File: config.mk
export PLATFORM = sky130hd
export DESIGN_NAME = ppr_power_reset_control
export DESIGN_NICKNAME = d
export VERILOG_FILES = /design/src/verilog/ppr_pkg.sv /design/src/verilog/ppr_power_reset_control.sv
export SDC_FILE = /design/constraint.sdc
export NUM_CORES = 1
export LEC_CHECK = 0
export BUFFER_PORTS_ARGS = -buffer_cell sky130_fd_sc_hd__buf_2
export CAP_MARGIN = 5
export CORE_MARGIN = 5
export CORE_UTILIZATION = 34
export CTS_CLUSTER_SIZE = 30
export DETAILED_ROUTE_END_ITERATION = 7
export HOLD_SLACK_MARGIN = 0.05
export PLACE_DENSITY_LB_ADDON = 0.1
export SETUP_SLACK_MARGIN = 0.3
export SLEW_MARGIN = 20
export SYNTH_ARGS = -nofsm -noshare
export SYNTH_HDL_FRONTEND = slang
export SYNTH_SLANG_ARGS = --single-unit
File: constraint.sdc
create_clock -name clk -period 1.95 [get_ports clk]
set_input_delay 0.195 -clock clk [delete_from_list [all_inputs] [get_ports clk]]
set_output_delay 0.195 -clock clk [all_outputs]
set_load 0.02 [all_outputs]
File: src/verilog/ppr_pkg.sv
// ppr_pkg: register map, field layout, encodings and timing counts
// of the power and reset control block; assumes a 125 MHz clock.
package ppr_pkg;
  // apb register byte offsets
  localparam int ADDR_W = 8;
  localparam logic [7:0] OFF_CTRL = 8'h00;
  localparam logic [7:0] OFF_MCCFG = 8'h04;
  localparam logic [7:0] OFF_STATUS = 8'h08;
  localparam logic [7:0] OFF_MCREG = 8'h0C;
  localparam logic [7:0] OFF_SIGLO = 8'h10;
  localparam logic [7:0] OFF_SIGHI = 8'h14;
  localparam logic [7:0] OFF_SECURE = 8'h18;
  localparam logic [7:0] OFF_VERIFY = 8'h1C;
  // field positions
  localparam int CTRL_MODE_LSB = 0;
  localparam int CTRL_PDEN_BIT = 2;
  localparam int STAT_POR_BIT = 0;
  localparam int STAT_SLEEP_BIT = 1;
  localparam int STAT_SEC_BIT = 2;
  localparam int VER_CFG_LSB = 3;
  // reset values
  localparam logic [31:0] SIG_RESET = 32'h0000_0000;
  localparam logic [31:0] RD_ZERO = 32'h0000_0000;
  // architecture modes
  localparam logic [1:0] MODE_REG = 2'h0;
  localparam logic [1:0] MODE_COMPLEX = 2'h1;
  localparam logic [1:0] MODE_SIMPLE = 2'h2;
  // macrocell configurations
  localparam logic [1:0] MC_REGOUT = 2'h0;
  localparam logic [1:0] MC_COMBIO = 2'h1;
  localparam logic [1:0] MC_COMBOUT = 2'h2;
  localparam logic [1:0] MC_INPUT = 2'h3;
  // power-up reset interval
  localparam int CLK_PERIOD_NS = 8;
  localparam int POR_TIME_NS = 600;
  localparam int POR_CYCLES =
    (POR_TIME_NS + CLK_PERIOD_NS - 1) / CLK_PERIOD_NS;
  localparam int POR_W = 7;
  localparam logic [POR_W-1:0] POR_LAST = 7'(POR_CYCLES - 1);
  // power state
  typedef enum logic [1:0] {
    PS_POR = 2'b00,
    PS_RUN = 2'b01,
    PS_SLEEP = 2'b10
  } ppr_pstate_e;
endpackage

File: src/verilog/ppr_power_reset_control.sv
// ppr_power_reset_control: macrocell registers, power-up reset,
// pin power-down, preload, security and user signature behind apb.
// assumes all pins synchronous to clk; array terms come from outside.
`timescale 1ns/10ps
// Operation
// reset clears registers, registered outputs high
// system meets setup before first clock
// clock source stable during power-up interval
// enabled sleep pin high enters power-down
// power-down freezes state and outputs
// high impedance outputs stay released
// power-down ignores all inputs except sleep
// pins keep last level in power-down
// sleep pin plain input when disabled
// preload forces any register value
// secured part refuses verify and preload
// user signature readable regardless of security
// programmer sets security fuse last
// eight macrocells, four configurations each
// exactly one of three architecture modes
// registered cells use clock and oe pins
// wake resumes held state without reset
module ppr_power_reset_control #(
  parameter int NMC = 8,
  parameter int NIN = 8
) (
  // clock and reset
  input wire logic clk,
  input wire logic rst_n,
  // apb slave
  input wire logic psel,
  input wire logic penable,
  input wire logic pwrite,
  input wire logic [ppr_pkg::ADDR_W-1:0] paddr,
  input wire logic [31:0] pwdata,
  output logic [31:0] prdata,
  output logic pready,
  output logic pslverr,
  // device pins
  input wire logic clkPin,
  input wire logic oePin_n,
  input wire logic sleepReqPin,
  input wire logic [NIN-1:0] inPin,
  input wire logic [NMC-1:0] ioIn,
  output logic [NMC-1:0] ioOut,
  output logic [NMC-1:0] ioOe_n,
  // logic array side
  input wire logic [NMC-1:0] sumTerm,
  input wire logic [NMC-1:0] oeTerm,
  output logic [NIN+NMC:0] arrayIn,
  output logic [NMC-1:0] fbReg,
  output logic powerDown
);
  import ppr_pkg::*;

  // register cell: registered config in registered mode
  function automatic logic isRegCell(logic [1:0] m, logic [1:0] c);
    return (m == MODE_REG) && (c == MC_REGOUT);
  endfunction

  // driver enable per macrocell configuration and mode
  function automatic logic drvEn(logic [1:0] m, logic [1:0] c,
                                 logic oeN, logic t);
    if (c == MC_INPUT) begin
      return 1'b0;
    end
    if (isRegCell(m, c)) begin
      return !oeN;
    end
    if (c == MC_COMBOUT || m == MODE_SIMPLE || m == 2'h3) begin
      return 1'b1;
    end
    return t;
  endfunction

  logic [1:0] modeQ, modeD;
  logic pdEnQ, pdEnD;
  logic [2*NMC-1:0] mcCfgQ, mcCfgD;
  logic secQ, secD;
  logic [63:0] sigQ, sigD;
  logic [31:0] prdataQ, prdataD;
  logic preadyQ, preadyD;
  logic pslverrQ, pslverrD;
  logic acc, done, preloadEn;
  logic [NMC-1:0] preloadVal;
  ppr_pstate_e psQ, psD;
  logic [POR_W-1:0] porCntQ, porCntD;
  logic clkPrevQ, clkPrevD, clkRise;
  logic powerDownQ, powerDownD;
  logic [NMC-1:0] regQ, regD;
  logic [NMC-1:0] ioOutQ, ioOutD, ioOeQ, ioOeD;
  logic [NIN+NMC:0] arrayInQ, arrayInD;

  // apb handshake: one wait cycle, write lands on pready edge
  assign acc = psel && penable;
  assign done = acc && preadyQ;
  assign preloadEn = done && pwrite && paddr == OFF_MCREG &&
                     !secQ && psQ != PS_SLEEP;
  assign preloadVal = pwdata[NMC-1:0];

  // register file next values and read data
  always_comb begin
    modeD = modeQ;
    pdEnD = pdEnQ;
    mcCfgD = mcCfgQ;
    secD = secQ;
    sigD = sigQ;
    preadyD = acc && !preadyQ;
    prdataD = RD_ZERO;
    pslverrD = 1'b0;
    if (acc && !preadyQ) begin
      unique case (paddr)
        OFF_CTRL: prdataD[2:0] = {pdEnQ, modeQ};
        OFF_MCCFG: prdataD[2*NMC-1:0] = mcCfgQ;
        OFF_STATUS: begin
          prdataD[STAT_POR_BIT] = psQ == PS_POR;
          prdataD[STAT_SLEEP_BIT] = psQ == PS_SLEEP;
          prdataD[STAT_SEC_BIT] = secQ;
        end
        OFF_MCREG: begin
          pslverrD = secQ || (pwrite && psQ == PS_SLEEP);
          prdataD[NMC-1:0] = secQ ? '0 : regQ;
        end
        OFF_SIGLO: prdataD = sigQ[31:0];
        OFF_SIGHI: prdataD = sigQ[63:32];
        OFF_SECURE: prdataD[0] = secQ;
        OFF_VERIFY: begin
          pslverrD = secQ;
          if (!secQ) begin
            prdataD[VER_CFG_LSB+2*NMC-1:0] = {mcCfgQ, pdEnQ, modeQ};
          end
        end
        default: pslverrD = 1'b1;
      endcase
    end else if (acc) begin
      prdataD = prdataQ;
      pslverrD = pslverrQ;
    end
    if (done && pwrite) begin
      unique case (paddr)
        OFF_CTRL: begin
          modeD = pwdata[CTRL_MODE_LSB+:2];
          pdEnD = pwdata[CTRL_PDEN_BIT];
        end
        OFF_MCCFG: mcCfgD = pwdata[2*NMC-1:0];
        OFF_SIGLO: sigD[31:0] = pwdata;
        OFF_SIGHI: sigD[63:32] = pwdata;
        OFF_SECURE: secD = secQ || pwdata[0];
        default: secD = secQ;
      endcase
    end
  end

  // register file flops
  always_ff @(posedge clk) begin
    if (!rst_n) begin
      modeQ <= MODE_REG;
      pdEnQ <= 1'b0;
      mcCfgQ <= '0;
      secQ <= 1'b0;
      sigQ <= {SIG_RESET, SIG_RESET};
      prdataQ <= RD_ZERO;
      preadyQ <= 1'b0;
      pslverrQ <= 1'b0;
    end else begin
      modeQ <= modeD;
      pdEnQ <= pdEnD;
      mcCfgQ <= mcCfgD;
      secQ <= secD;
      sigQ <= sigD;
      prdataQ <= prdataD;
      preadyQ <= preadyD;
      pslverrQ <= pslverrD;
    end
  end

  // power state: power-up interval, sleep entry and wake
  always_comb begin
    psD = psQ;
    porCntD = porCntQ;
    unique case (psQ)
      PS_POR: begin
        porCntD = porCntQ + 7'd1;
        if (porCntQ == POR_LAST) begin
          psD = PS_RUN;
        end
      end
      PS_RUN: begin
        if (pdEnQ && sleepReqPin) begin
          psD = PS_SLEEP;
        end
      end
      PS_SLEEP: begin
        if (!(pdEnQ && sleepReqPin)) begin
          psD = PS_RUN;
        end
      end
      default: psD = PS_POR;
    endcase
    powerDownD = psD == PS_SLEEP;
  end

  // macrocells, pin drivers and array inputs
  always_comb begin
    clkPrevD = clkPin;
    clkRise = clkPin && !clkPrevQ;
    regD = regQ;
    ioOutD = ioOutQ;
    ioOeD = ioOeQ;
    arrayInD = arrayInQ;
    if (preloadEn) begin
      regD = preloadVal;
    end else if (psQ == PS_RUN && clkRise) begin
      for (int i = 0; i < NMC; i++) begin
        if (isRegCell(modeQ, mcCfgQ[2*i+:2])) begin
          regD[i] = sumTerm[i];
        end
      end
    end
    if (psQ != PS_SLEEP) begin
      for (int i = 0; i < NMC; i++) begin
        ioOutD[i] = isRegCell(modeQ, mcCfgQ[2*i+:2]) ?
                    !regQ[i] : sumTerm[i];
        ioOeD[i] = !drvEn(modeQ, mcCfgQ[2*i+:2], oePin_n,
                          oeTerm[i]);
      end
      arrayInD = {pdEnQ ? 1'b0 : sleepReqPin, ioIn, inPin};
    end
  end

  // power and macrocell flops; sleep holds cells, pin drivers and array inputs, clkPrevQ keeps tracking
  always_ff @(posedge clk) begin
    if (!rst_n) begin
      psQ <= PS_POR;
      powerDownQ <= 1'b0;
      porCntQ <= '0;
      clkPrevQ <= 1'b0;
      regQ <= '0;
      ioOutQ <= '1;
      ioOeQ <= '1;
      arrayInQ <= '0;
    end else begin
      psQ <= psD;
      powerDownQ <= powerDownD;
      porCntQ <= porCntD;
      clkPrevQ <= clkPrevD;
      regQ <= regD;
      ioOutQ <= ioOutD;
      ioOeQ <= ioOeD;
      arrayInQ <= arrayInD;
    end
  end

  assign prdata = prdataQ;
  assign pready = preadyQ;
  assign pslverr = pslverrQ;
  assign ioOut = ioOutQ;
  assign ioOe_n = ioOeQ;
  assign arrayIn = arrayInQ;
  assign fbReg = regQ;
  assign powerDown = powerDownQ;
endmodule
# Word-level counts from Yosys, hierarchy flattened
# Cells that the tools add are included.
[word_totals] regBits=170 in_bits=80
[classes] addsub=1 n_eq_ne=31 muxes=164 n_reduce_logical=91
[op_table] cell="$mux 1" n=147
[op_table] cell="$mux 32" n=2
[op_table] cell="$eq 2x2->1 const B" n=20
[op_table] cell="$eq 8x5->1 const B" n=4
[op_table] cell="$pmux 8 s4" n=1
[op_table] cell="$pmux 13 s2" n=1
[op_table] cell="$reduce_and 2->1" n=13
[op_table] cell="$pmux 5 s5" n=1
[op_table] cell="$mux 8" n=3
[op_table] cell="$logic_not 1->1" n=20
[op_table] cell="$logic_not 2->1" n=10
[op_table] cell="$logic_and 1x1->1" n=19
[op_table] cell="$mux 19" n=1
[op_table] cell="$logic_or 1x1->1" n=18
[op_table] cell="$reduce_bool 2->1" n=9
[op_table] cell="$eq 8x4->1 const B" n=2
[op_table] cell="$pmux 2 s7" n=1
[op_table] cell="$pmux 3 s3" n=1
[op_table] cell="$eq 8x3->1 const B" n=1
[op_table] cell="$logic_not 8->1" n=1
[op_table] cell="$pmux 1 s8" n=1
[op_table] cell="$add 7x1->7 const B" n=1
[op_table] cell="$eq 7x7->1 const B" n=1
[op_table] cell="$mux 2" n=3
[op_table] cell="other kinds (5)" n=6

# Logic depth before layout (Yosys ltp)
# Gate-level depths: netlist of the first run.
[depth] depth_word=13 ltp_mapped=7 depth_no_buf=5

# Worst setup path before layout of the first run
# No wires, ideal clock.
[synth_path] kind="flip-flop to flip-flop" start="register preadyQ, in the netlist pready" end="register modeQ[0]" setup_ps=128 t_arrival_ps=1455 required_time_ps=1822 slack_ps=367 stages_incl_launch_ff=7 synth_period_minus_slack_ps=1583 path_cell_list="dfxtp_1 > and4_1 > clkbuf_1 > and3_1 > clkbuf_1 > mux2i_1 > nor2_1"
[synth_between] elab_chain_cells=3
[synth_rtl] element="start, declared" line_no="ppr_power_reset_control.sv:82" rtl="logic preadyQ, preadyD;"
[synth_rtl] element="start signal, assigned" line_no="ppr_power_reset_control.sv:172" rtl="preadyQ <= preadyD;"
[synth_rtl] element="$logic_and 1x1->1" line_no="ppr_power_reset_control.sv:96" rtl="assign done = acc && preadyQ;"
[synth_rtl] element="$logic_and 1x1->1" line_no="ppr_power_reset_control.sv:139" rtl="if (done && pwrite) begin"
[synth_rtl] element="$reduce_and 2->1 (no line)"
[synth_rtl] element="end signal, assigned" line_no="ppr_power_reset_control.sv:166" rtl="modeQ <= modeD;"
[synth_rtl] element="end, declared" line_no="ppr_power_reset_control.sv:76" rtl="logic [1:0] modeQ, modeD;"
# No other way between the ends.
# A chain may end at the register's enable or synchronous reset.

# Worst setup path after layout of the first run
[layout_path] start="register secQ" end="register prdataQ[3], in the netlist prdata[3]"
[layout_between] elab_chain_cells=3
[layout_rtl] element="start, declared" line_no="ppr_power_reset_control.sv:79" rtl="logic secQ, secD;"
[layout_rtl] element="start signal, assigned" line_no="ppr_power_reset_control.sv:160" rtl="secQ <= 1'b0;"
[layout_rtl] element="start signal, assigned" line_no="ppr_power_reset_control.sv:169" rtl="secQ <= secD;"
[layout_rtl] element="$mux 19 or $mux 8 (tied branches)" line_no="ppr_power_reset_control.sv:129, ppr_power_reset_control.sv:122"
[layout_rtl] element="$pmux 5 s5 (*)" line_no="ppr_power_reset_control.sv:112" rtl="unique case (paddr)"
[layout_rtl] element="$mux 32 (*)" line_no="ppr_power_reset_control.sv:111" rtl="if (acc && !preadyQ) begin"
[layout_rtl] element="end signal, assigned" line_no="ppr_power_reset_control.sv:171" rtl="prdataQ <= prdataD;"
[layout_rtl] element="end, declared" line_no="ppr_power_reset_control.sv:81" rtl="logic [31:0] prdataQ, prdataD;"
# Mark *: on every way between the ends. The rest lies on a longest branch, timed or not.

==> impl_metrics.toml, run 1 <==
[routing]
wirelength_um = 25100
vias = 7272
wl_per_cell_um = 18.2
drt-initial-drc-count = 585
drt.antenna.violating_nets = 0
viasPerCell = 5.27
drt_pre_antenna_iters = 7
drc = 0

[flow_run]
cap_violations = 0

[floorplanning]
die_area_mm2 = 0.0244
start_util = 0.346
die-width_um = 156
row_count = 53
coreArea_mm2 = 0.0210
num_io_pins = 156
die_height_um = 156

[power]
switching_power_w = 0.00190
power_density_mw_per_mm2 = 775
p_leak_nw = 3.69
internal_power_w = 0.00555
seq_power_share = 0.473
pwr-share-comb = 0.065
clkPwrFrac = 0.462
swShare = 0.255
ir_worst_vdd_mv = 0.528

[setup_path]
r2r-start = "secQ$_SDFFE_PN0P_"
cpPeakStageDelay_ps = 330
crit_fanout = 9
cp.required_ps = 2260
crit_path_cell_trace = "and3b_1 -> and2_1 -> buf_4 -> a221oi_1 -> o21ai_1"
crit_path_start_kind = "flip-flop"
cp_num_buf_inv = 1
worstSetupPathType = "flip-flop to flip-flop"
cp.arrival_ps = 1850
crit_start = "secQ$_SDFFE_PN0P_"
cp_slowest_cell = "dfxtp_1"
endpoint_kind = "flip-flop"
crit_family = "simple AND/OR/NAND/NOR gates"

[synthesis]
synthMuxAreaShare = 0.0382
ys_ff_latch = 170
synth_top_area_frac = 0.468
yosys.area_share.xor_xnor = 0.00843
synth_top_family_by_area = "simple AND/OR/NAND/NOR gates"
synth_adder_area_share = 0.00344
yosys_most_used_dff = "dfxtp_1"
synth.most_common_cell = "nand2_1"
yosys_warnings = 0
async_flop_share = 0
synthSimpleGateAreaFrac = 0.233
yosys-top-cells-area = "dfxtp_1 (47%), nand2_1 (12%), a21oi_1 (8.0%), mux2i_1 (2.9%), nor2_1 (2.4%)"
netlist_area_mm2 = 0.00728
synth_seq_area_share = 0.468
syn_nets = 974
synth_cell_types = 63
postSynthAreaPerCell_um2 = 8.16
synth_common_cells = "nand2_1 (240), dfxtp_1 (170), a21oi_1 (117), nor2_1 (47), clkbuf_1 (42)"
synth-edff-count = 0
syn_inst = 892
synth_compound_area_frac = 0.205
yosys.area.top_type = "dfxtp_1"

[global_routing]
antenna_found_initial = 0
gr-total-overflow = 0
met2_usage = 0.321
use_met1 = 0.289
grt_start_max_net_pins = 115
top_usage_layer = "met2"
track_usage = 0.203
grt_pass1_vias = 6871
grt_use_met3 = 0.0301
grt_pass1_wl_um = 39200

[finish]
stdcell_area_mm2 = 0.00961
nets = 1175
antenna_cells = 0
drive_above_1_share = 0.241
area_growth_syn_to_layout_pct = 32.1
fill_cells = 2154

[timing]
worst_slew_pin_slew_ps = 577
finalSetupTns_ps = 0
setup_viol = 0
clock_skew_ps = 9.48
slew_violations = 0
rsz0062_at_grt = "no"
period_minus_slack_ps = 1530
period_share = 0.787
max_freq_mhz = 652
slew_headroom = 0.614
hold_viol = 0

[place]
hpwlAfterDp_um = 17600
gp_congestion = 0.868
port_buffers = 155
dpl-instance-area_mm2 = 0.00856

[clocking]
insertion_delay_ps = 430
cts_tree = "yes"
clock_sinks = 170
cts_max_path_buffers = 2
clockRootBuffer = "clkbuf_16"
htreeDepth = 4
clk_pin_slew_ps = 70
numCtsBuffers = 17

[worst_hold_path]
hold_path_class = "input port to flip-flop"
min-delay-start = "pwdata[5]"

[run_status]
outcome = "complete, no violations"
-- cells in the final DEF (no fill, tap or decap), drive strengths merged, types with 7 or more instances in the layout --
cell,n
and3,7
nand3,14
mux2i,21
a21oi,117
a22oi,22
inv,15
clkbuf,17
o21ai,31
dlygate4sd3,43
nor2,47
dfxtp,170
o22ai,12
nor4,7
o221ai,8
o21bai,7
a221oi,12
nand2,240
nand4,10
buf,204
-- cell type report --
cell class | count | area (um2) | area share
Multi-Input combinational cell | 651 | 3580 | 0.373
Sequential cell | 170 | 3410 | 0.354
Timing Repair Buffer | 247 | 1660 | 0.173
Clock buffer | 17 | 425 | 0.0443
Tap cell | 275 | 344 | 0.0358
Clock inverter | 15 | 170 | 0.0177
Inverter | 6 | 23.8 | 0.00247
-- worst reg2reg max path: stages (launching register included) --
cell	delay, ps
dfxtp_1	330
and3b_1	280
and2_1	240
buf_4	170
a221oi_1	330
o21ai_1	90
-- state kept, by name, indices dropped and copies added, names as in the netlist --
name and cells:
arrayIn 17, clkPrevQ 1, fbReg 8, ioOe_n 8
ioOut 8, mcCfgQ 16, modeQ 2, pdEnQ 1
porCntQ 7, powerDown 1, prdata 32, pready 1
psQ 2, pslverr 1, secQ 1, sigQ 64
-- path summary, 6_finish.rpt --
path	to	slack, ps	cells past startpoint
max	prdata[3]$_SDFFE_PN0P_	420	5
min	sigQ[37]$_SDFFE_PN0P_	70	3
max reg2reg	prdata[3]$_SDFFE_PN0P_	420	5
min reg2reg	prdata[3]$_SDFFE_PN0P_	450	2
-- cell families after synthesis --
logic type | Yosys count
AO/OA/AOI/OAI | 243
XOR/XNOR | 7
adder cells (fa/ha/maj) | 2
buffers and inverters | 71
flip-flops | 170
multiplexers | 27
AND/OR/NAND/NOR | 372
-- power groups by stage --
stage | Sequential [W] | Clock (W) | Combinational (W)
after CTS | 0.00353 | 0.00352 | 0.000484
after floorplan | 0.00364 | 0 | 0.000157
after global routing | 0.00353 | 0.00368 | 0.000524
final | 0.00353 | 0.00344 | 0.000484
after detailed placement | 0.00361 | 0 | 0.000417
after global placement | 0.00361 | 0 | 0.000419
-- routing by layer --
metal  routed length, um  part of all wire
met1               11500              0.46
met2               11700              0.47
met3                1420             0.057
met4                 483             0.019
met5                   0                 0
-- through the flow --
stage	util	std cells	total power, W	hold slack [ps]	setup WS (ps)
3_3_place_gp	0.407	1306	0.00403	414	253
2_1_floorplan	-	892	0.00380	317	367
6_report	0.457	1381	0.00745	66.6	416
3_5_place_dp	0.407	1306	0.00402	415	264
5_1_grt	0.457	1381	0.00773	64.6	294
4_1_cts	0.456	1381	0.00753	51.6	313
-- timing repair --
item | 4_1_cts | 5_1_grt
hold buffers | 43 | 0
setup buffers | 0 | 0
endpoints found under the hold margin | 77 | 0
resized for setup | 0 | 7
endpoints found under the setup margin | 0 | 60
Power figures use the tool's default switching activity.
==> run 2: changes to the inputs <==
==> constraint.sdc (replaced) <==
create_clock -name clk -period 1.4 [get_ports clk]
set_input_delay 0.14 -clock clk [delete_from_list [all_inputs] [get_ports clk]]
set_output_delay 0.14 -clock clk [all_outputs]
set_load 0.02 [all_outputs]
==> impl_metrics.toml, run 2 (synthesized netlist as in run 1, its figures left out) <==
[timing]
slew_headroom = 0.671
slew_violations = 0
period_minus_slack_ps = 1430
timing.final.ws_setup_ps = -26.7
period_share = 1.02
rsz0062_at_grt = "yes"
max_freq_mhz = 701
hold_viol = 0
setup_viol = 15
worst_slew_pin_slew_ps = 493
clock_skew_ps = 8.27
finalSetupTns_ps = -128
holdWs_ps = 110

[setup_path]
crit_fanout = 13
ff2ff_path_depth = 5
cp.arrival_ps = 1790
worstSetupPathType = "flip-flop to flip-flop"
r2r-start = "pready$_SDFF_PN0_"
crit_start = "pready$_SDFF_PN0_"
endpoint_kind = "flip-flop"
r2r_end = "sigQ[11]$_SDFFE_PN0P_"
r2r_setup_slack_ps = -30
cp.required_ps = 1760
crit_path_start_kind = "flip-flop"

[finish]
final_core_utilization = 0.573
mostFrequentLayoutCells = "nand2_1 (196), buf_4 (125), dfxtp_1 (115)"
antenna_cells = 0
nets = 1269
final_cells = 1475
largest_register_ffs = 64
drive_above_1_share = 0.479
largest_register = "sigQ"
fill_cells = 1838
final_common_cell = "nand2_1"
area_growth_syn_to_layout_pct = 65.5

[power]
p_leak_nw = 4.80
ir_worst_vdd_mv = 0.737
power_density_mw_per_mm2 = 869

[place]
port_buffers = 155
dp_slack_ps = -132
hpwlAfterDp_um = 18000
gp_congestion = 0.813
dp.cells = 1338

[floorplanning]
row_count = 53
die_area_mm2 = 0.0244
coreArea_mm2 = 0.0210
die_height_um = 156
start_util = 0.346
die-width_um = 156
num_io_pins = 156

[global_routing]
gr-total-overflow = 0
grt_pass1_wl_um = 41500
grt_pass1_vias = 7528
grt_start_max_net_pins = 51
antenna_found_initial = 0
track_usage = 0.217

[run_status]
outcome = "finished, violations left"
violations = "negative setup slack"

[routing]
vias = 7738
drc = 0
wirelength_um = 28300
wl_per_cell_um = 19.2
drt-initial-drc-count = 432
drt.antenna.violating_nets = 0
viasPerCell = 5.25
drt_pre_antenna_iters = 5

[worst_hold_path]
whs_path_depth = 4
min_to = "ioOut[7]$_SDFFE_PN1N_"
min-delay-start = "sumTerm[7]"
hold_path_class = "input port to flip-flop"

[clocking]
cts_max_path_buffers = 2
htreeDepth = 4
insertion_delay_ps = 430
clockRootBuffer = "clkbuf_16"
clock_sinks = 170
clk_pin_slew_ps = 70
numCtsBuffers = 17
cts_tree = "yes"

[flow_run]
cap_violations = 0
==> run 2: changes by cell type in the layout (fill, tap and decap cells not counted), moves of 15 or more <==
cell / delta
dfxtp_1: -53
o21ai_0: -15
dfxtp_2: +41
nand2_4: +31
buf_6: +31
a21oi_2: +41
a21oi_1: -42
nand2_1: -44
buf_4: +83
buf_2: -55
==> run 2: report_power, final <==
group	internal, W	leakage, nW	switching [W]	total, W
Sequential	0.00487	1.40	0.0000431	0.00491
Clock	0.00238	0.278	0.00229	0.00466
Combinational	0.000419	3.11	0.000477	0.000897
==> run 2: stage by stage <==
| stage | cell area (um2) | power [W] |
|---|---|---|
| after floorplan | 7690 | 0.00532 |
| final | 12000 | 0.0105 |
| after global placement | 9080 | 0.00565 |
| after global routing | 12000 | 0.0108 |
| after detailed placement | 9080 | 0.00565 |
| after CTS | 11200 | 0.0104 |
==> run 2: metal layers <==
| layer | part of all wire | global-route usage | vias to the layer above |
|---|---|---|---|
| met5 | 0 | 0 | - |
| met4 | 0.018 | 0.0599 | 0 |
| met3 | 0.048 | 0.0357 | 36 |
| met2 | 0.50 | 0.377 | 201 |
| met1 | 0.43 | 0.279 | 3743 |
| li1 | - | - | 3758 |
==> run 2: worst max-delay path by stage <==
stage,end,slack (ps)
6_report,sigQ[11]$_SDFFE_PN0P_,-30
5_1_grt,prdata[18]$_SDFFE_PN0P_,-170
4_1_cts,prdata[17]$_SDFFE_PN0P_,-10
3_5_place_dp,prdata[1]$_SDFFE_PN0P_,-130
3_3_place_gp,prdata[1]$_SDFFE_PN0P_,-130
2_1_floorplan,sigQ[33]$_SDFFE_PN0P_,-5
==> run 2: repair_timing <==
item                       CTS  global route
pin swaps                   53            90
setup endpoints to repair  194           224
hold buffers                54             0
setup buffers               23            17
gates cloned                 7             4
resized for setup          210           170
hold endpoints to repair   111             0
==> run 2: area by class of cell <==
cell class	instances	area, um2	share of cell area
multi-input cells	653	4650	0.386
clock buffers	17	425	0.0353
clock inverters	15	150	0.0125
repair buffers	339	2940	0.244
flip-flops and latches	170	3500	0.291
inverters	6	26.3	0.00218
well taps	275	344	0.0286
==> run 2: worst max-delay path, stage by stage, from the launching register on <==
cell and delay (ps):
dfxtp_4 350, and4_4 230, and4_2 360, clkbuf_16 220
nand2_1 60, a21oi_1 120
